## src/pkg/aps_pkg.sv

```systemverilog
`default_nettype none
package aps_pkg;
	// Clock rate
	localparam int unsigned CLK_MHZ         = 250;
	// Waits in their own units
	localparam int unsigned T_RST_HOLD_US   = 100;
	localparam int unsigned T_RST_SETTLE_US = 13500;
	localparam int unsigned T_TRIM_WAIT_MS  = 50;
	localparam int unsigned T_GUARD_MS      = 240;
	localparam int unsigned T_SD_BASE_MS    = 1;
	localparam int unsigned T_LOSS_MS       = 2;
	localparam int unsigned T_RST_INPUTS_US = 2;
	localparam int unsigned MIDZ_START_MS   = 300;
	localparam int unsigned SCALE_TENTHS    = 13;
	localparam int unsigned T_SCALE_UNIT_US = 100;
	// Waits in clock cycles
	localparam int unsigned CYC_RST_HOLD    = T_RST_HOLD_US * CLK_MHZ;
	localparam int unsigned CYC_RST_SETTLE  = T_RST_SETTLE_US * CLK_MHZ;
	localparam int unsigned CYC_TRIM_WAIT   = T_TRIM_WAIT_MS * 1000 * CLK_MHZ;
	localparam int unsigned CYC_GUARD       = T_GUARD_MS * 1000 * CLK_MHZ;
	localparam int unsigned CYC_SD_BASE     = T_SD_BASE_MS * 1000 * CLK_MHZ;
	localparam int unsigned CYC_LOSS        = T_LOSS_MS * 1000 * CLK_MHZ;
	localparam int unsigned CYC_RST_INPUTS  = T_RST_INPUTS_US * CLK_MHZ;
	localparam int unsigned CYC_SCALE_UNIT  = T_SCALE_UNIT_US * CLK_MHZ;
	// Device registers and values
	localparam logic [7:0]  DEV_SD_CTRL_ADDR  = 8'h05;
	localparam logic [7:0]  DEV_OSC_TRIM_ADDR = 8'h1b;
	localparam logic [7:0]  DEV_PWM_PER_ADDR  = 8'h1a;
	localparam logic [7:0]  DEV_SD_ENTER_VAL  = 8'h40;
	localparam logic [7:0]  DEV_SD_EXIT_VAL   = 8'h00;
	localparam logic [7:0]  DEV_TRIM_VAL      = 8'h00;
	// Own register map, byte addresses
	localparam logic [7:0]  REG_CTRL  = 8'h00;
	localparam logic [7:0]  REG_CFG   = 8'h04;
	localparam logic [7:0]  REG_DEVWR = 8'h08;
	localparam logic [7:0]  REG_STAT  = 8'h0c;
	// Field positions
	localparam int unsigned CMD_PWRUP = 0;
	localparam int unsigned CMD_ENTER = 1;
	localparam int unsigned CMD_EXIT  = 2;
	localparam int unsigned CMD_PWRDN = 3;
	localparam int unsigned CMD_LOSS  = 4;
	localparam int unsigned CMD_W     = 5;
	localparam int unsigned CTRL_LD_BIT    = 8;
	localparam int unsigned TMS_W          = 10;
	localparam int unsigned CFG_START_LSB  = 0;
	localparam int unsigned CFG_STOP_LSB   = 16;
	localparam int unsigned CFG_MIDZ_BIT   = 31;
	localparam int unsigned DEVWR_ADDR_LSB = 8;
	localparam int unsigned STAT_BUSY_BIT  = 4;
	localparam int unsigned STAT_GUARD_BIT = 5;
	localparam int unsigned STAT_REF_BIT   = 6;
	// Reset values
	localparam logic [31:0] CFG_RST  = 32'h0000_0000;
	localparam logic        LD_RST   = 1'b0;
	// Sequencer states
	typedef enum logic [3:0] {
		ST_OFF        = 4'h0,
		ST_RST_LOW    = 4'h1,
		ST_RST_SETTLE = 4'h2,
		ST_TRIM_WR    = 4'h3,
		ST_TRIM_WAIT  = 4'h4,
		ST_SHUTDOWN   = 4'h5,
		ST_SD_WR      = 4'h6,
		ST_SD_WAIT    = 4'h7,
		ST_NORMAL     = 4'h8,
		ST_LOSS_WAIT  = 4'h9,
		ST_RST_ASSERT = 4'ha
	} aps_state_t;
endpackage
`default_nettype wire

```

## src/pkg/aps_ctl_if.sv

```systemverilog
`default_nettype none
interface aps_ctl_if;
	import aps_pkg::*;
	logic [CMD_W-1:0] cmd;        // Command pulses
	logic             pt_go;      // Pass-through write pulse
	logic [7:0]       pt_addr;    // Pass-through device address
	logic [7:0]       pt_data;    // Pass-through device data
	logic [TMS_W-1:0] t_start_ms; // Programmed start period, ms
	logic [TMS_W-1:0] t_stop_ms;  // Programmed stop period, ms
	logic             midz_en;    // Mid-impedance ramp in use
	logic             ld_en;      // Line driver requested on
	aps_state_t       state;      // Sequencer state
	logic             busy;       // Sequence or write in progress
	logic             guard_busy; // Post-trim guard running
	logic             refused;    // Request refused pulse
	modport slv(output cmd, pt_go, pt_addr, pt_data, t_start_ms, t_stop_ms,
		midz_en, ld_en, input state, busy, guard_busy, refused);
	modport seq(input cmd, pt_go, pt_addr, pt_data, t_start_ms, t_stop_ms,
		midz_en, ld_en, output state, busy, guard_busy, refused);
endinterface
`default_nettype wire

```

## src/core/aps_top.sv

```systemverilog
// Design decision made here: register access over Wishbone.
`default_nettype none
module aps_top #(
	parameter int unsigned P_RST_HOLD   = aps_pkg::CYC_RST_HOLD,
	parameter int unsigned P_RST_SETTLE = aps_pkg::CYC_RST_SETTLE,
	parameter int unsigned P_TRIM_WAIT  = aps_pkg::CYC_TRIM_WAIT,
	parameter int unsigned P_GUARD      = aps_pkg::CYC_GUARD,
	parameter int unsigned P_SD_BASE    = aps_pkg::CYC_SD_BASE,
	parameter int unsigned P_LOSS       = aps_pkg::CYC_LOSS,
	parameter int unsigned P_SCALE_UNIT = aps_pkg::CYC_SCALE_UNIT,
	parameter logic [7:0]  P_VOL_LO     = 8'h00,
	parameter logic [7:0]  P_VOL_HI     = 8'h00,
	parameter logic [7:0]  P_MUTE_ADDR  = 8'h00
) (
	input  wire logic        clk_i,                    // Clock
	input  wire logic        rst_i,                    // Sync reset
	input  wire logic        wb_cyc_i,                 // Bus cycle
	input  wire logic        wb_stb_i,                 // Bus strobe
	input  wire logic        wb_we_i,                  // Bus write
	input  wire logic [7:0]  wb_adr_i,                 // Byte address
	input  wire logic [3:0]  wb_sel_i,                 // Byte lanes
	input  wire logic [31:0] wb_dat_i,                 // Write data
	output logic      [31:0] wb_dat_o,                 // Read data
	output logic             wb_ack_o,                 // Acknowledge
	output logic             dev_reset_n_o,            // Device reset
	output logic             power_down_n_o,           // Power-down pin
	output logic             line_driver_shutdown_n_o, // Line driver on
	output logic             dig_inputs_en_o,          // Inputs may be high
	output logic             devwr_req_o,              // Device write req
	output logic      [7:0]  devwr_addr_o,             // Device reg address
	output logic      [7:0]  devwr_data_o,             // Device reg data
	input  wire logic        devwr_ack_i               // Device write done
);
	import aps_pkg::*;

	aps_ctl_if  ctl ();
	aps_state_t state_q, state_d;
	logic       enter_q, enter_d;
	logic       pd_q, pd_d;
	logic       first_q, sent_q;
	logic       dw_req_q, dw_req_d;
	logic [7:0] dw_addr_q, dw_addr_d;
	logic [7:0] dw_data_q, dw_data_d;
	logic       rst_n_q, pdn_q, inen_q, ld_q, ref_q;
	logic       t_done, g_done;
	logic [31:0] t_val, wait_q, age_q, low_q;

	aps_wb_regs u_regs (
		.clk_i (clk_i),
		.rst_i (rst_i),
		.cyc_i (wb_cyc_i),
		.stb_i (wb_stb_i),
		.we_i  (wb_we_i),
		.adr_i (wb_adr_i),
		.sel_i (wb_sel_i),
		.dat_i (wb_dat_i),
		.dat_o (wb_dat_o),
		.ack_o (wb_ack_o),
		.ctl   (ctl.slv)
	);

	// Effective start period and scaled waits
	wire [TMS_W-1:0] t_start = ctl.midz_en ? TMS_W'(MIDZ_START_MS)
		: ctl.t_start_ms;
	wire [TMS_W-1:0] t_sd = enter_d ? ctl.t_stop_ms : t_start;
	wire [31:0] sd_wait = P_SD_BASE + 32'(t_sd) * SCALE_TENTHS
		* P_SCALE_UNIT;
	wire [31:0] guard_val = P_GUARD + 32'(t_start) * SCALE_TENTHS
		* P_SCALE_UNIT;

	// Request decoding
	wire st_chg    = (state_d != state_q);
	wire idle      = ~dw_req_q;
	wire dw_done   = dw_req_q & devwr_ack_i;
	wire in_trim   = (state_q == ST_TRIM_WR);
	wire seq_issue = (in_trim | ((state_q == ST_SD_WR) & g_done))
		& idle & ~sent_q;
	wire vol_ok    = ((ctl.pt_addr >= P_VOL_LO) & (ctl.pt_addr <= P_VOL_HI))
		| (ctl.pt_addr == P_MUTE_ADDR);
	wire pt_ok     = (state_q == ST_SHUTDOWN)
		| ((state_q == ST_NORMAL) & vol_ok);
	wire pt_take   = ctl.pt_go & idle & pt_ok & ~ctl.cmd[CMD_LOSS];
	wire powered   = (state_q != ST_OFF) & (state_q != ST_LOSS_WAIT)
		& (state_q != ST_RST_ASSERT);
	wire arm_guard = in_trim & dw_done & ~first_q;
	wire t_load    = st_chg;

	assign ctl.state      = state_q;
	assign ctl.busy       = dw_req_q | ((state_q != ST_OFF)
		& (state_q != ST_SHUTDOWN) & (state_q != ST_NORMAL));
	assign ctl.guard_busy = ~g_done;
	assign ctl.refused    = ref_q;

	assign dev_reset_n_o            = rst_n_q;
	assign power_down_n_o           = pdn_q;
	assign dig_inputs_en_o          = inen_q;
	assign line_driver_shutdown_n_o = ld_q;
	assign devwr_req_o              = dw_req_q;
	assign devwr_addr_o             = dw_addr_q;
	assign devwr_data_o             = dw_data_q;

	aps_wait_timer #(.W(32)) u_seq_tmr (
		.clk_i  (clk_i),
		.rst_i  (rst_i),
		.load_i (t_load),
		.val_i  (t_val),
		.done_o (t_done)
	);

	aps_wait_timer #(.W(32)) u_guard_tmr (
		.clk_i  (clk_i),
		.rst_i  (rst_i),
		.load_i (arm_guard),
		.val_i  (guard_val),
		.done_o (g_done)
	);

	// Wait length for the state being entered
	always_comb begin
		unique case (state_d)
			ST_RST_LOW:    t_val = P_RST_HOLD;
			ST_RST_SETTLE: t_val = P_RST_SETTLE;
			ST_TRIM_WAIT:  t_val = P_TRIM_WAIT;
			ST_SD_WAIT:    t_val = sd_wait;
			ST_LOSS_WAIT:  t_val = P_LOSS;
			ST_RST_ASSERT: t_val = CYC_RST_INPUTS;
			default:       t_val = 32'h0000_0001;
		endcase
	end

	// Sequencer next state
	always_comb begin
		state_d = state_q;
		enter_d = enter_q;
		pd_d    = pd_q;
		unique case (state_q)
			ST_OFF: begin
				if (ctl.cmd[CMD_PWRUP]) state_d = ST_RST_LOW;
			end
			ST_RST_LOW: begin
				if (t_done) state_d = ST_RST_SETTLE;
			end
			ST_RST_SETTLE: begin
				if (t_done) state_d = ST_TRIM_WR;
			end
			ST_TRIM_WR: begin
				if (dw_done) state_d = ST_TRIM_WAIT;
			end
			ST_TRIM_WAIT: begin
				if (t_done) state_d = ST_SHUTDOWN;
			end
			ST_SHUTDOWN: begin
				if (idle & ctl.cmd[CMD_EXIT]) begin
					state_d = ST_SD_WR;
					enter_d = 1'b0;
				end else if (idle & ctl.cmd[CMD_PWRDN]) begin
					state_d = ST_RST_ASSERT;
				end
			end
			ST_NORMAL: begin
				if (idle & (ctl.cmd[CMD_ENTER] | ctl.cmd[CMD_PWRDN])) begin
					state_d = ST_SD_WR;
					enter_d = 1'b1;
					pd_d    = ctl.cmd[CMD_PWRDN];
				end
			end
			ST_SD_WR: begin
				if (dw_done) state_d = ST_SD_WAIT;
			end
			ST_SD_WAIT: begin
				if (t_done) begin
					pd_d = 1'b0;
					if (!enter_q) state_d = ST_NORMAL;
					else if (pd_q) state_d = ST_RST_ASSERT;
					else state_d = ST_SHUTDOWN;
				end
			end
			ST_LOSS_WAIT: begin
				if (t_done) state_d = ST_RST_ASSERT;
			end
			ST_RST_ASSERT: begin
				if (t_done) state_d = ST_OFF;
			end
			default: state_d = ST_OFF;
		endcase
		if (ctl.cmd[CMD_LOSS] & powered) begin
			state_d = ST_LOSS_WAIT;
			pd_d    = 1'b0;
		end
	end

	// Device write request; dropped when the device loses power
	always_comb begin
		dw_req_d  = dw_req_q & ~dw_done;
		dw_addr_d = dw_addr_q;
		dw_data_d = dw_data_q;
		if (seq_issue) begin
			dw_req_d  = 1'b1;
			dw_addr_d = in_trim ? DEV_OSC_TRIM_ADDR : DEV_SD_CTRL_ADDR;
			dw_data_d = in_trim ? DEV_TRIM_VAL
				: (enter_q ? DEV_SD_ENTER_VAL : DEV_SD_EXIT_VAL);
		end else if (pt_take) begin
			dw_req_d  = 1'b1;
			dw_addr_d = ctl.pt_addr;
			dw_data_d = ctl.pt_data;
		end
		if ((state_d == ST_LOSS_WAIT) | (state_d == ST_RST_ASSERT)
			| (state_d == ST_OFF)) begin
			dw_req_d = 1'b0;
		end
	end

	// State and write registers
	always_ff @(posedge clk_i) begin
		if (rst_i) begin
			state_q   <= ST_OFF;
			enter_q   <= 1'b0;
			pd_q      <= 1'b0;
			first_q   <= 1'b0;
			sent_q    <= 1'b0;
			dw_req_q  <= 1'b0;
			dw_addr_q <= 8'h00;
			dw_data_q <= 8'h00;
			ref_q     <= 1'b0;
		end else begin
			state_q   <= state_d;
			enter_q   <= enter_d;
			pd_q      <= pd_d;
			first_q   <= first_q | arm_guard;
			sent_q    <= ~st_chg & (sent_q | seq_issue);
			dw_req_q  <= dw_req_d;
			dw_addr_q <= dw_addr_d;
			dw_data_q <= dw_data_d;
			ref_q     <= (ctl.pt_go & ~pt_take) | ((|ctl.cmd) & ~st_chg);
		end
	end

	// Pin levels follow the state being entered
	always_ff @(posedge clk_i) begin
		if (rst_i) begin
			rst_n_q <= 1'b0;
			pdn_q   <= 1'b0;
			inen_q  <= 1'b0;
			ld_q    <= 1'b0;
		end else begin
			rst_n_q <= (state_d != ST_OFF) & (state_d != ST_RST_LOW)
				& (state_d != ST_RST_ASSERT);
			pdn_q   <= (state_d != ST_OFF) & (state_d != ST_LOSS_WAIT)
				& (state_d != ST_RST_ASSERT);
			inen_q  <= (state_d != ST_OFF);
			ld_q    <= ctl.ld_en & (state_d != ST_OFF)
				& (state_d != ST_RST_ASSERT);
		end
	end

	// Checking aids: cycles in state, reset-low time, wait loaded
	always_ff @(posedge clk_i) begin
		if (rst_i) begin
			age_q  <= 32'h0000_0000;
			low_q  <= 32'h0000_0000;
			wait_q <= 32'h0000_0000;
		end else begin
			age_q  <= st_chg ? 32'h0000_0000 : age_q + 32'h1;
			low_q  <= rst_n_q ? 32'h0000_0000 : low_q + 32'h1;
			if (t_load) wait_q <= t_val;
		end
	end
endmodule
`default_nettype wire

```

## src/core/aps_wait_timer.sv

```systemverilog
`default_nettype none
module aps_wait_timer #(
	parameter int unsigned W = 32
) (
	input  wire logic         clk_i,  // Clock
	input  wire logic         rst_i,  // Synchronous reset
	input  wire logic         load_i, // Start a wait
	input  wire logic [W-1:0] val_i,  // Wait length in cycles
	output logic              done_o  // Wait elapsed
);
	logic [W-1:0] cnt_q;

	// Idle when the count has run out
	assign done_o = (cnt_q == '0);

	// Down counter, reloadable at any time
	always_ff @(posedge clk_i) begin
		if (rst_i) begin
			cnt_q <= '0;
		end else if (load_i) begin
			cnt_q <= val_i;
		end else if (!done_o) begin
			cnt_q <= cnt_q - W'(1);
		end
	end
endmodule
`default_nettype wire

```

## src/core/aps_wb_regs.sv

```systemverilog
`default_nettype none
module aps_wb_regs (
	input  wire logic        clk_i,  // Clock
	input  wire logic        rst_i,  // Synchronous reset
	input  wire logic        cyc_i,  // Bus cycle
	input  wire logic        stb_i,  // Strobe
	input  wire logic        we_i,   // Write enable
	input  wire logic [7:0]  adr_i,  // Byte address
	input  wire logic [3:0]  sel_i,  // Byte lanes
	input  wire logic [31:0] dat_i,  // Write data
	output logic      [31:0] dat_o,  // Read data
	output logic             ack_o,  // Acknowledge
	aps_ctl_if.slv           ctl     // Sequencer side
);
	import aps_pkg::*;

	logic        ack_q;
	logic [31:0] dat_q;
	logic [31:0] cfg_q;
	logic [CMD_W-1:0] cmd_q;
	logic        ld_q;
	logic        pt_go_q;
	logic [15:0] pt_q;
	logic        ref_q;
	logic [31:0] rdata;

	// Decode: full-word writes only, one access per ack
	wire req      = cyc_i & stb_i & ~ack_q;
	wire wr       = req & we_i & (sel_i == 4'hf);
	wire hit_ctrl = (adr_i == REG_CTRL);
	wire hit_cfg  = (adr_i == REG_CFG);
	wire hit_dw   = (adr_i == REG_DEVWR);
	wire hit_stat = (adr_i == REG_STAT);
	wire ref_clr  = wr & hit_stat & dat_i[STAT_REF_BIT];

	// Read mux, unmapped reads return zero
	assign rdata = hit_ctrl ? {23'h0, ld_q, 8'h00} :
		hit_cfg ? cfg_q :
		hit_dw ? {16'h0, pt_q} :
		hit_stat ? {25'h0, ref_q, ctl.guard_busy, ctl.busy, ctl.state} :
		32'h0000_0000;

	assign dat_o = dat_q;
	assign ack_o = ack_q;
	assign ctl.cmd = cmd_q;
	assign ctl.ld_en = ld_q;
	assign ctl.pt_go = pt_go_q;
	assign ctl.pt_addr = pt_q[DEVWR_ADDR_LSB +: 8];
	assign ctl.pt_data = pt_q[7:0];
	assign ctl.t_start_ms = cfg_q[CFG_START_LSB +: TMS_W];
	assign ctl.t_stop_ms = cfg_q[CFG_STOP_LSB +: TMS_W];
	assign ctl.midz_en = cfg_q[CFG_MIDZ_BIT];

	// Bus answer and command pulses
	always_ff @(posedge clk_i) begin
		if (rst_i) begin
			ack_q   <= 1'b0;
			dat_q   <= 32'h0000_0000;
			cmd_q   <= '0;
			pt_go_q <= 1'b0;
		end else begin
			ack_q   <= req;
			dat_q   <= req ? rdata : 32'h0000_0000;
			cmd_q   <= (wr & hit_ctrl) ? dat_i[CMD_W-1:0] : '0;
			pt_go_q <= wr & hit_dw;
		end
	end

	// Stored settings; a new refusal wins over its clear
	always_ff @(posedge clk_i) begin
		if (rst_i) begin
			cfg_q <= CFG_RST;
			ld_q  <= LD_RST;
			pt_q  <= 16'h0000;
			ref_q <= 1'b0;
		end else begin
			if (wr & hit_cfg) cfg_q <= dat_i;
			if (wr & hit_ctrl) ld_q <= dat_i[CTRL_LD_BIT];
			if (wr & hit_dw) pt_q <= dat_i[15:0];
			ref_q <= ctl.refused | (ref_q & ~ref_clr);
		end
	end
endmodule
`default_nettype wire

```

## config.mk

```make
export PLATFORM = sky130hd
export DESIGN_NAME = aps_top
export DESIGN_NICKNAME = d
export VERILOG_FILES = /design/src/pkg/aps_pkg.sv /design/src/pkg/aps_ctl_if.sv /design/src/core/aps_top.sv /design/src/core/aps_wait_timer.sv /design/src/core/aps_wb_regs.sv
export SDC_FILE = /design/constraint.sdc
export NUM_CORES = 1
export LEC_CHECK = 0
export BUFFER_PORTS_ARGS = -buffer_cell sky130_fd_sc_hd__buf_2
export CAP_MARGIN = 20
export CORE_MARGIN = 10
export CORE_UTILIZATION = 25
export DETAILED_ROUTE_END_ITERATION = 10
export PLACE_DENSITY = 0.46
export SKIP_CTS_REPAIR_TIMING = 1
export SLEW_MARGIN = 20
export SYNTH_ARGS = -nofsm -noshare
export SYNTH_HDL_FRONTEND = slang
export SYNTH_HIERARCHICAL = 1
export SYNTH_SLANG_ARGS = --single-unit
```

## constraint.sdc

```tcl
create_clock -name clk_i -period 13.9 [get_ports clk_i]
set_input_delay 0.695 -clock clk_i [delete_from_list [all_inputs] [get_ports clk_i]]
set_output_delay 0.695 -clock clk_i [all_outputs]
set_load 0.02 [all_outputs]
```

Word-level counts from Yosys, hierarchy flattened
Cells that the tools add are included.
{"block": "word_totals", "register_bits": 183, "in_bits": 50, "out_inout_bits": 54, "elab_cells": 187}
{"block": "classes", "addsub": 4, "multipliers": 4, "n_lt_le_gt_ge": 2, "eq_ne": 32, "muxes": 42, "n_bitwise": 62, "n_reduce_logical": 17}
{"operator": "32-bit 2-to-1 mux", "count": 6}
{"operator": "30-bit case mux with 6 select lines", "count": 1}
{"operator": "32-bit logical NOT", "count": 2}
{"operator": "32-bit by 1-bit subtractor with 32-bit output, second input constant", "count": 2}
{"operator": "4-bit 2-to-1 mux", "count": 15}
{"operator": "14-bit by 12-bit multiplier with 26-bit output, second input constant", "count": 2}
{"operator": "4-bit case mux with 11 select lines", "count": 1}
{"operator": "1-bit AND", "count": 39}
{"operator": "8-bit 2-to-1 mux", "count": 4}
{"operator": "18-bit by 29-bit adder with 30-bit output, first input constant", "count": 1}
{"operator": "26-bit by 29-bit adder with 30-bit output, first input constant", "count": 1}
{"operator": "10-bit by 4-bit multiplier with 14-bit output, second input constant", "count": 2}
{"operator": "4-bit by 3-bit == test with 1-bit output, second input constant", "count": 6}
{"operator": "4-bit == test, second input constant", "count": 6}
{"operator": "7-bit 2-to-1 mux", "count": 3}
{"operator": "10-bit 2-to-1 mux", "count": 2}
{"operator": "4-bit != test, second input constant", "count": 5}
{"operator": "8-bit by 4-bit == test with 1-bit output, second input constant", "count": 2}
{"operator": "8-bit logical NOT", "count": 2}
{"operator": "4-bit by 2-bit == test with 1-bit output, second input constant", "count": 3}
{"operator": "1-bit inverter", "count": 12}
{"operator": "1-bit bitwise OR", "count": 11}
{"operator": "9-bit 2-to-1 mux", "count": 1}
{"operator": "4-bit by 1-bit == test with 1-bit output, second input constant", "count": 2}
{"operator": "other kinds (18)", "count": 32}

Longest topological paths before layout
Gate-level depths: netlist of the first run.
{"block": "depth", "ltp_word": 10, "mapped_depth": 41}

By module
Netlist of the first run, hierarchy kept.
{"mod": "aps_top", "instances": 1, "cells_each": 1242, "area_each_um2": 10387.5}
{"mod": "aps_wait_timer", "instances": 2, "cells_each": 208, "area_each_um2": 1770.4}
{"mod": "aps_wb_regs", "instances": 1, "cells_each": 345, "area_each_um2": 3448.3}

Worst setup path before layout of the first run
Ideal clock, no wire load.
{"block": "synth_timing", "kind": "flip-flop to flip-flop", "start": "register dw_req_q (netlist: devwr_req_o)", "end": "register u_seq_tmr.cnt_q[28]", "setup_ns": 0.059, "t_arrival_ns": 8.728, "required_ns": 13.841, "setup_slack_ns": 5.113, "stages_incl_launch_ff": 40, "n_path_buf": 1, "period_less_slack_ns": 8.787, "cell_sequence": "dfxtp_1 -> clkbuf_1 -> o21bai_1 -> nand2b_1 -> nand2_1 -> mux2i_1 -> inv_1 -> and2_1 -> ha_1 -> xnor2_1 -> fa_1 -> nor2b_1 -> o21ai_0 -> a21boi_0 -> o21ai_0 -> a21boi_0 -> o21ai_0 -> a21boi_0 -> [... 4 more ...] -> fa_1 -> inv_1 -> fa_1 -> inv_1 -> fa_1 -> inv_1 -> ha_1 -> a21oi_1 -> o21ai_0 -> a21oi_1 -> o221ai_2 -> a221oi_4 -> xnor2_1 -> nand4_1 -> o31a_1 -> nor3_1 -> nand2b_1 -> o211a_1"}
{"block": "synth_between", "elab_chain_cells": 10}
{"element": "start: declaration", "line": "aps_top.sv:41", "rtl": "logic dw_req_q, dw_req_d;"}
{"element": "start signal: assignment", "line": "aps_top.sv:231", "rtl": "dw_req_q <= dw_req_d;"}
{"element": "1-bit inverter", "line": "aps_top.sv:73", "rtl": "wire idle = ~dw_req_q;"}
{"element": "1-bit AND (on tied branches)", "line": "aps_top.sv:161, aps_top.sv:153"}
{"element": "1-bit 2-to-1 mux (on tied branches)", "line": "aps_top.sv:161, aps_top.sv:153"}
{"element": "1-bit case mux with 2 select lines", "line": "aps_top.sv:136", "rtl": "unique case (state_q)"}
{"element": "10-bit 2-to-1 mux", "line": "aps_top.sv:65", "rtl": "wire [TMS_W-1:0] t_sd = enter_d ? ctl.t_stop_ms : t_start;"}
{"element": "10-bit by 4-bit multiplier with 14-bit output", "line": "aps_top.sv:66", "rtl": "wire [31:0] sd_wait = P_SD_BASE + 32'(t_sd) * SCALE_TENTHS"}
{"element": "14-bit by 12-bit multiplier with 26-bit output", "line": "aps_top.sv:67", "rtl": "* P_SCALE_UNIT;"}
{"element": "18-bit by 29-bit adder with 30-bit output", "line": "aps_top.sv:66"}
{"element": "30-bit case mux with 6 select lines (*)", "line": "aps_top.sv:120", "rtl": "unique case (state_d)"}
{"element": "net t_val[28]", "line": "aps_top.sv:46", "rtl": "logic [31:0] t_val, wait_q, age_q, low_q;"}
{"element": "32-bit 2-to-1 mux (*)", "line": "aps_wait_timer.sv:20", "rtl": "end else if (load_i) begin"}
{"element": "end signal: assignment", "line": "aps_wait_timer.sv:21", "rtl": "cnt_q <= val_i;"}
{"element": "end signal: assignment", "line": "aps_wait_timer.sv:23", "rtl": "cnt_q <= cnt_q - W'(1);"}
{"element": "end: declaration", "line": "aps_wait_timer.sv:11", "rtl": "logic [W-1:0] cnt_q;"}
The timed path passes the listed nets; every way through them passes the cells marked *.
A chain may end at the register's enable or synchronous reset.

Worst setup path in the final report of the first run
{"block": "layout_timing", "start": "register state_q[3] (netlist: ctl.state[3])", "end": "register u_seq_tmr.cnt_q[28]"}
{"block": "layout_between", "elab_chain_cells": 8}
{"element": "start: declaration", "line": "aps_top.sv:37", "rtl": "aps_state_t state_q, state_d;"}
{"element": "start signal: assignment", "line": "aps_top.sv:226", "rtl": "state_q <= state_d;"}
{"element": "4-bit == test (tied with other cells)", "line": "aps_top.sv:136"}
{"element": "1-bit case mux with 2 select lines / 1-bit AND (equally long branches)", "line": "aps_top.sv:136, aps_top.sv:83"}
{"element": "10-bit 2-to-1 mux / 1-bit AND (equally long branches)", "line": "aps_top.sv:65, aps_top.sv:84"}
{"element": "10-bit by 4-bit multiplier with 14-bit output / 1-bit AND (equally long branches)", "line": "aps_top.sv:66, aps_top.sv:186"}
{"element": "14-bit by 12-bit multiplier with 26-bit output / 4-bit 2-to-1 mux (equally long branches)", "line": "aps_top.sv:67, aps_top.sv:186"}
{"element": "18-bit by 29-bit adder with 30-bit output (tied with other cells)", "line": "aps_top.sv:66"}
{"element": "30-bit case mux with 6 select lines (*)", "line": "aps_top.sv:120"}
{"element": "net t_val[28]", "line": "aps_top.sv:46"}
{"element": "32-bit 2-to-1 mux (*)", "line": "aps_wait_timer.sv:20"}
Marked as above.

==> insert_results.sql, run 1 <==
INSERT INTO impl_metrics (metric_group, metric, value, unit) VALUES
('run_status', 'outcome', 'finished clean', ''),
('critical_path', 'required', '14.33', 'ns'),
('clock_tree', 'root_driver', 'clkbuf_16', ''),
('global_route', 'first_pass_grt_wire_length', '80680', 'um'),
('placement', 'port_buffers', '103', ''),
('floorplan', 'boundaryPins', '104', ''),
('placement', 'gpl.final_weighted_congestion', '0.8256', ''),
('logic_synthesis', 'yosysWarnings', '6', ''),
('sta', 'finClkSkew', '0.01770', 'ns'),
('floorplan', 'floorplan.core_area', '68710', 'um2'),
('global_route', 'most_used_routing_layer', 'met2', ''),
('critical_path', 'crit_type', 'reg -> reg', ''),
('sta', 'layout_worst_path_cycle_share', '0.7362', ''),
('logic_synthesis', 'synthesis.area_per_instance', '8.675', 'um2'),
('global_route', 'groute.usage.overall', '0.1255', ''),
('global_route', 'global_route.overflow_total', '0', ''),
('global_route', 'first_global_vias', '14230', ''),
('floorplan', 'fp.dieW', '283.6', 'um'),
('floorplan', 'design.die.area', '80450', 'um2'),
('route', 'wl_per_cell', '16.87', 'um'),
('logic_synthesis', 'synthDominantAreaCellType', 'dfxtp_1', ''),
('logic_synthesis', 'ys_ff_latch', '183', ''),
('sta', 'period_needed', '10.23', 'ns'),
('power', 'powerDensity', '99.79', 'nW/um2'),
('finish', 'final.fill_count', '7470', ''),
('clock_tree', 'clock_sinks', '183', ''),
('clock_tree', 'cts-buffers-inserted', '17', ''),
('sta', 'timing.final.setup_violations', '0', ''),
('finish', 'post-route-cell-area', '19300', 'um2'),
('critical_path', 'arrival', '10.66', 'ns'),
('critical_path', 'crit_path_frequent_cell', 'fa_1', ''),
('route', 'detail_route.drc_violations', '0', ''),
('route', '1st_iter_drt_viols', '821', ''),
('floorplan', 'start_util', '0.2529', ''),
('route', 'antenna_left', '0', ''),
('finish', 'final_layout_size_suffix_gt1_frac', '0.1100', ''),
('placement', 'hpwl', '40310', 'um'),
('global_route', 'antenna_found_initial', '2', ''),
('sta', 'slew_headroom', '0.2546', ''),
('logic_synthesis', 'seq_area_frac_synth', '0.2108', ''),
('sta', 'worst_slew_pin_slew', '1.118', 'ns'),
('worst_hold_path', 'timing.hold.worst.class', 'reg -> reg', ''),
('logic_synthesis', 'syn-cell-area', '17380', 'um2'),
('sta', 'max_freq', '97.72', 'MHz'),
('route', 'finalWirelength', '50560', 'um'),
('global_route', 'global_route.usage.met3', '0.02377', ''),
('logic_synthesis', 'postSynthCellCount', '2003', ''),
('critical_path', 'timing.critical_path.from_type', 'flop', ''),
('sta', 'slew_violations', '0', ''),
('logic_synthesis', 'synthTopCellsByArea', 'dfxtp_1, ha_1, fa_1', ''),
('finish', 'area_growth', '11.09', '%'),
('clock_tree', 'clk_pin_slew', '0.09', 'ns'),
('global_route', 'grt_max_degree', '84', ''),
('clock_tree', 'worst_skew_late_latency', '0.48', 'ns'),
('clock_tree', 'htreeDepth', '4', ''),
('sta', 'timing_hold_violations_final', '0', ''),
('placement', 'dpl_cell_area', '18660', 'um2'),
('global_route', 'grt_use_met2', '0.2002', ''),
('logic_synthesis', 'synth.top_cell.area_share', '0.2108', ''),
('run', 'maxCapViolCount', '0', ''),
('floorplan', 'rows', '96', ''),
('finish', 'final_nets', '2413', ''),
('route', 'num_vias', '14070', ''),
('route', 'route.detailed.vias_per_inst', '4.694', ''),
('logic_synthesis', 'synth_edf_count', '0', ''),
('critical_path', 'critPathMaxFanout', '18', ''),
('critical_path', 'timing.critical_path.slowest_stage_cell', 'dfxtp_1', ''),
('worst_hold_path', 'hold_depth', '1', ''),
('power', 'peakVddDrop', '0.08073', 'mV'),
('clock_tree', 'tritoncts', 'done', ''),
('critical_path', 'cpPeakStageDelay', '0.66', 'ns'),
('sta', 'setup_total_negative_slack', '0', 'ns'),
('critical_path', 'endpoint_kind', 'flop', ''),
('logic_synthesis', 'synth.lib_cells_used.distinct', '105', ''),
('logic_synthesis', 'synthFlopType', 'dfxtp_1', ''),
('route', 'detailed_router_iteration_count_before_antenna_repair', '5', ''),
('power', 'power.leakage', '9.499', 'nW'),
('logic_synthesis', 'asyncSetResetFlopFracSynth', '0', ''),
('sta', 'unrepaired_setup_endpoints_after_global_routing', 'false', ''),
('critical_path', 'ff2ff_path_depth', '36', ''),
('global_route', 'grt.met1_usage', '0.1705', ''),
('clock_tree', 'ctsLongestPathBuffers', '2', ''),
('floorplan', 'die_height', '283.6', 'um');
state kept, by name, indices dropped and copies added (netlist names), 4 cells and up:
register / count
u_guard_tmr/cnt_q: 32
u_regs/cfg_q: 32
u_regs/dat_o: 32
u_seq_tmr/cnt_q: 32
u_regs/pt_q: 16
devwr_addr_o: 8
devwr_data_o: 8
u_regs/ctl.cmd: 5
ctl.state: 4
worst max-delay path: cells and delay by family, from the launching register on:
family                     cells  cell delay [ns]
and+or+nand+nor               11             2.48
AOI/OAI and AO/OA             12             2.87
DFF                            1             0.66
buffers and inverters          3             0.26
adders and majority gates      7             3.07
xor gates and xnor gates       2             0.39
muxes                          1             0.42
metal layers:
metal	routed length [um]	vias up
li1	-	7038
met1	24980	6746
met3	2068	42
met5	0	-
met4	862	0
met2	22640	241
power breakdown:
group          internal [mW]  switching, mW  total (mW)  leakage (nW)
Combinational          0.285          0.434       0.719          7.71
Clock                  0.267          0.270       0.538         0.305
Sequential             0.602         0.0675       0.669          1.48
Total                   1.15          0.772        1.93          9.50
area by class of cell:
type	instances	area, um2	area share
multi-input combinational	1513	12410	0.6427
sequential	183	3664	0.1898
tap	931	1165	0.06035
inverter	221	830.8	0.04304
timing repair buffer	114	598.1	0.03098
clock buffer	18	439.2	0.02275
clock inverter	14	192.7	0.009982
antenna	3	7.507	0.0003889
cells in the mapped netlist (31+ instances only):
cell type and n:
nand2_1 193, inv_1 217, mux2i_1 65, nand2b_1 34, nor4_1 36, nor2_1 115
a21oi_1 74, o21ai_0 63, dfxtp_1 183, ha_1 230, nor3_1 39, clkbuf_1 51
xor2_1 53, nand3_1 31, xnor2_1 83, fa_1 83
metrics by stage:
step,setup WS [ns],utilization,instances,total power [mW],hold slack (ns)
after detailed placement,3.727,0.2717,2962,1.393,0.4394
after global routing,2.746,0.2808,2994,2.056,0.4321
final,3.667,0.2810,2997,1.926,0.4533
after floorplan,5.113,-,2010,1.255,0.4259
after global placement,3.931,0.2716,2962,1.378,0.4356
after CTS,3.697,0.2808,2994,1.949,0.3952
cell families after synthesis:
| family | share of synthesized area |
|---|---|
| XOR/XNOR | 0.07013 |
| adder cells (fa/ha/maj) | 0.2612 |
| multiplexers | 0.04327 |
| buffers and inverters | 0.07733 |
| AND/OR/NAND/NOR | 0.1861 |
| AO/OA/AOI/OAI | 0.1509 |
| other | 0.0002158 |
| flip-flops | 0.2108 |
final timing paths:
path,startpoint,end,slack [ns]
worst min register to register,u_regs/cfg_q[27]$_SDFFE_PP0P_,u_regs/dat_o[27]$_SDFF_PP0_,0.45
worst max register to register,ctl.state[3]$_SDFF_PP0_,u_seq_tmr/cnt_q[28]$_SDFFE_PP0P_,3.67
worst max-delay path,ctl.state[3]$_SDFF_PP0_,u_seq_tmr/cnt_q[28]$_SDFFE_PP0P_,3.67
worst min-delay path,u_regs/cfg_q[27]$_SDFFE_PP0P_,u_regs/dat_o[27]$_SDFF_PP0_,0.45
placed cells by master, fill, tap and decap left out, drive strengths merged, types with 23 or more instances in the layout:
cell type	netlist	routed
nor2	115	115
buf	41	114
dfxtp	183	183
a21oi	75	75
xnor2	84	84
ha	230	230
nand2b	34	34
nand2	193	193
o21ai	79	79
nor4	38	38
and2	29	29
mux2i	65	65
fa	83	83
o211a	23	23
xor2	53	53
nand3	33	33
nor3	45	45
a21o	23	23
inv	218	225
No activity file was read; power rests on OpenSTA's default activity.
==> inputs of run 2 (changes only) <==
--- a/config.mk
+++ b/config.mk
@@ -10,7 +10,7 @@
 export CORE_MARGIN = 10
 export CORE_UTILIZATION = 25
 export DETAILED_ROUTE_END_ITERATION = 10
-export PLACE_DENSITY = 0.46
+export PLACE_DENSITY = 0.47
 export SKIP_CTS_REPAIR_TIMING = 1
 export SLEW_MARGIN = 20
 export SYNTH_ARGS = -nofsm -noshare
==> constraint.sdc (replaced) <==
create_clock -name clk_i -period 8.6 [get_ports clk_i]
set_input_delay 0.43 -clock clk_i [delete_from_list [all_inputs] [get_ports clk_i]]
set_output_delay 0.43 -clock clk_i [all_outputs]
set_load 0.02 [all_outputs]
==> insert_results.sql, run 2 (synthesis results as in run 1) <==
INSERT INTO impl_metrics (metric_group, metric, value, unit) VALUES
('global_route', 'most_used_routing_layer', 'met2', ''),
('critical_path', 'required', '8.99', 'ns'),
('critical_path', 'timing.critical_path.slowest_stage_cell', 'fa_1', ''),
('power', 'powerDensity', '150.3', 'nW/um2'),
('floorplan', 'design.die.area', '80450', 'um2'),
('floorplan', 'rows', '96', ''),
('critical_path', 'endpoint_kind', 'flop', ''),
('finish', 'area_growth', '18.55', '%'),
('route', 'finalWirelength', '51100', 'um'),
('finish', 'layout_commonest_cell', 'ha_1', ''),
('sta', 'slew_violations', '0', ''),
('route', 'wl_per_cell', '16.42', 'um'),
('clock_tree', 'cts-buffers-inserted', '17', ''),
('placement', 'port_buffers', '103', ''),
('sta', 'timing.final.setup_violations', '0', ''),
('route', 'detail_route.drc_violations', '0', ''),
('finish', 'final_nets', '2530', ''),
('global_route', 'grt_use_met2', '0.2043', ''),
('clock_tree', 'ctsLongestPathBuffers', '2', ''),
('critical_path', 'timing.critical_path.from_type', 'flop', ''),
('route', 'detailed_router_iteration_count_before_antenna_repair', '5', ''),
('clock_tree', 'worst_skew_late_latency', '0.49', 'ns'),
('sta', 'max_freq', '121.2', 'MHz'),
('route', '1st_iter_drt_viols', '578', ''),
('clock_tree', 'tritoncts', 'done', ''),
('placement', 'dpl_cell_area', '19470', 'um2'),
('power', 'peakVddDrop', '0.1383', 'mV'),
('sta', 'finClkSkew', '0.01560', 'ns'),
('global_route', 'groute.usage.overall', '0.1256', ''),
('route', 'num_vias', '14490', ''),
('run', 'maxCapViolCount', '0', ''),
('sta', 'setup_total_negative_slack', '0', 'ns'),
('worst_hold_path', 'timing.hold.worst.class', 'in -> reg', ''),
('route', 'antenna_left', '0', ''),
('global_route', 'first_pass_grt_wire_length', '81820', 'um'),
('power', 'power.leakage', '10.15', 'nW'),
('clock_tree', 'clock_sinks', '183', ''),
('finish', 'final_cell_mix', 'ha_1, inv_1, nand2_1', ''),
('floorplan', 'boundaryPins', '104', ''),
('run_status', 'outcome', 'finished clean', ''),
('global_route', 'grt_max_degree', '84', ''),
('floorplan', 'start_util', '0.2529', ''),
('global_route', 'first_global_vias', '14820', ''),
('global_route', 'global_route.usage.met3', '0.01841', ''),
('sta', 'period_needed', '8.250', 'ns'),
('clock_tree', 'root_driver', 'clkbuf_16', ''),
('sta', 'min_setup_slack_post_route', '0.3499', 'ns'),
('finish', 'post-route-cell-area', '20600', 'um2'),
('floorplan', 'fp.dieW', '283.6', 'um'),
('global_route', 'global_route.overflow_total', '0', ''),
('global_route', 'grt.met1_usage', '0.1702', ''),
('sta', 'worst_slew_pin_slew', '1.019', 'ns'),
('critical_path', 'arrival', '8.64', 'ns'),
('sta', 'layout_worst_path_cycle_share', '0.9593', ''),
('floorplan', 'die_height', '283.6', 'um'),
('route', 'route.detailed.vias_per_inst', '4.655', ''),
('floorplan', 'floorplan.core_area', '68710', 'um2'),
('placement', 'gpl.final_weighted_congestion', '0.8331', ''),
('clock_tree', 'htreeDepth', '4', ''),
('critical_path', 'crit_type', 'reg -> reg', ''),
('global_route', 'antenna_found_initial', '1', ''),
('clock_tree', 'clk_pin_slew', '0.08', 'ns'),
('critical_path', 'critPathMaxFanout', '5', ''),
('placement', 'place_worst_setup_slack', '-0.2139', 'ns'),
('placement', 'hpwl', '41040', 'um'),
('finish', 'final_layout_size_suffix_gt1_frac', '0.1908', ''),
('critical_path', 'cpPeakStageDelay', '0.54', 'ns'),
('sta', 'slew_headroom', '0.3144', ''),
('finish', 'final.fill_count', '7349', ''),
('sta', 'timing_hold_violations_final', '0', '');
run 2: cell types whose count changed in the layout (fill, tap and decap cells not counted), sizes merged:
cell / change
buf: +116
diode: -2
clkinvlp: -1
clkinv: +1
inv: +2
bufinv: -1
run 2: per-stage QoR:
step	cells	util	hold slack (ns)	power, mW
final	3112	0.2998	0.1865	3.096
after floorplan	2010	-	0.4259	2.029
after detailed placement	3069	0.2835	0.4426	2.247
after CTS	3101	0.2924	0.1582	3.113
after global placement	3069	0.2835	0.4368	2.217
after global routing	3111	0.2998	0.1857	3.288
run 2: path summary, 6_finish.rpt:
check,slack (ns),start,cells after the start,endpoint
setup / recovery,0.35,ctl.state[2]$_SDFF_PP0_,39,u_seq_tmr/cnt_q[28]$_SDFFE_PP0P_
hold reg to reg,0.45,u_regs/cfg_q[26]$_SDFFE_PP0P_,2,u_regs/cfg_q[26]$_SDFFE_PP0P_
setup reg to reg,0.35,ctl.state[2]$_SDFF_PP0_,39,u_seq_tmr/cnt_q[28]$_SDFFE_PP0P_
hold / removal,0.19,wb_dat_i[24],3,u_regs/cfg_q[24]$_SDFFE_PP0P_
run 2: cell type report:
cell class,instances,area (um2),share of cell area
timing repair buffer,231,1480,0.07185
multi-input combinational,1513,12840,0.6232
clock buffer,17,425.4,0.02065
sequential,183,3667,0.1780
clock inverter,15,191.4,0.009293
antenna,1,2.502,0.0001215
inverter,221,830.8,0.04033
tap,931,1165,0.05655
run 2: power breakdown:
| group | switching, mW | total (mW) | internal [mW] | leakage [nW] |
|---|---|---|---|---|
| combinational | 0.708 | 1.17 | 0.464 | 8.37 |
| clock | 0.440 | 0.840 | 0.400 | 0.299 |
| sequential | 0.112 | 1.08 | 0.972 | 1.48 |
run 2: layer usage:
layer | vias up | part of all wire
li1 | 7254 | -
met3 | 42 | 0.026
met5 | - | 0
met4 | 0 | 0.017
met2 | 208 | 0.46
met1 | 6983 | 0.50
run 2: worst max-delay path: cells and delay by family, from the launching register on:
kind	cells	cell delay, ns
adders and majority gates	8	2.84
AOI/OAI and AO/OA	9	1.51
xor gates and xnor gates	2	0.28
and+or+nand+nor	10	2.07
DFF	1	0.33
buffers and inverters	10	1.14
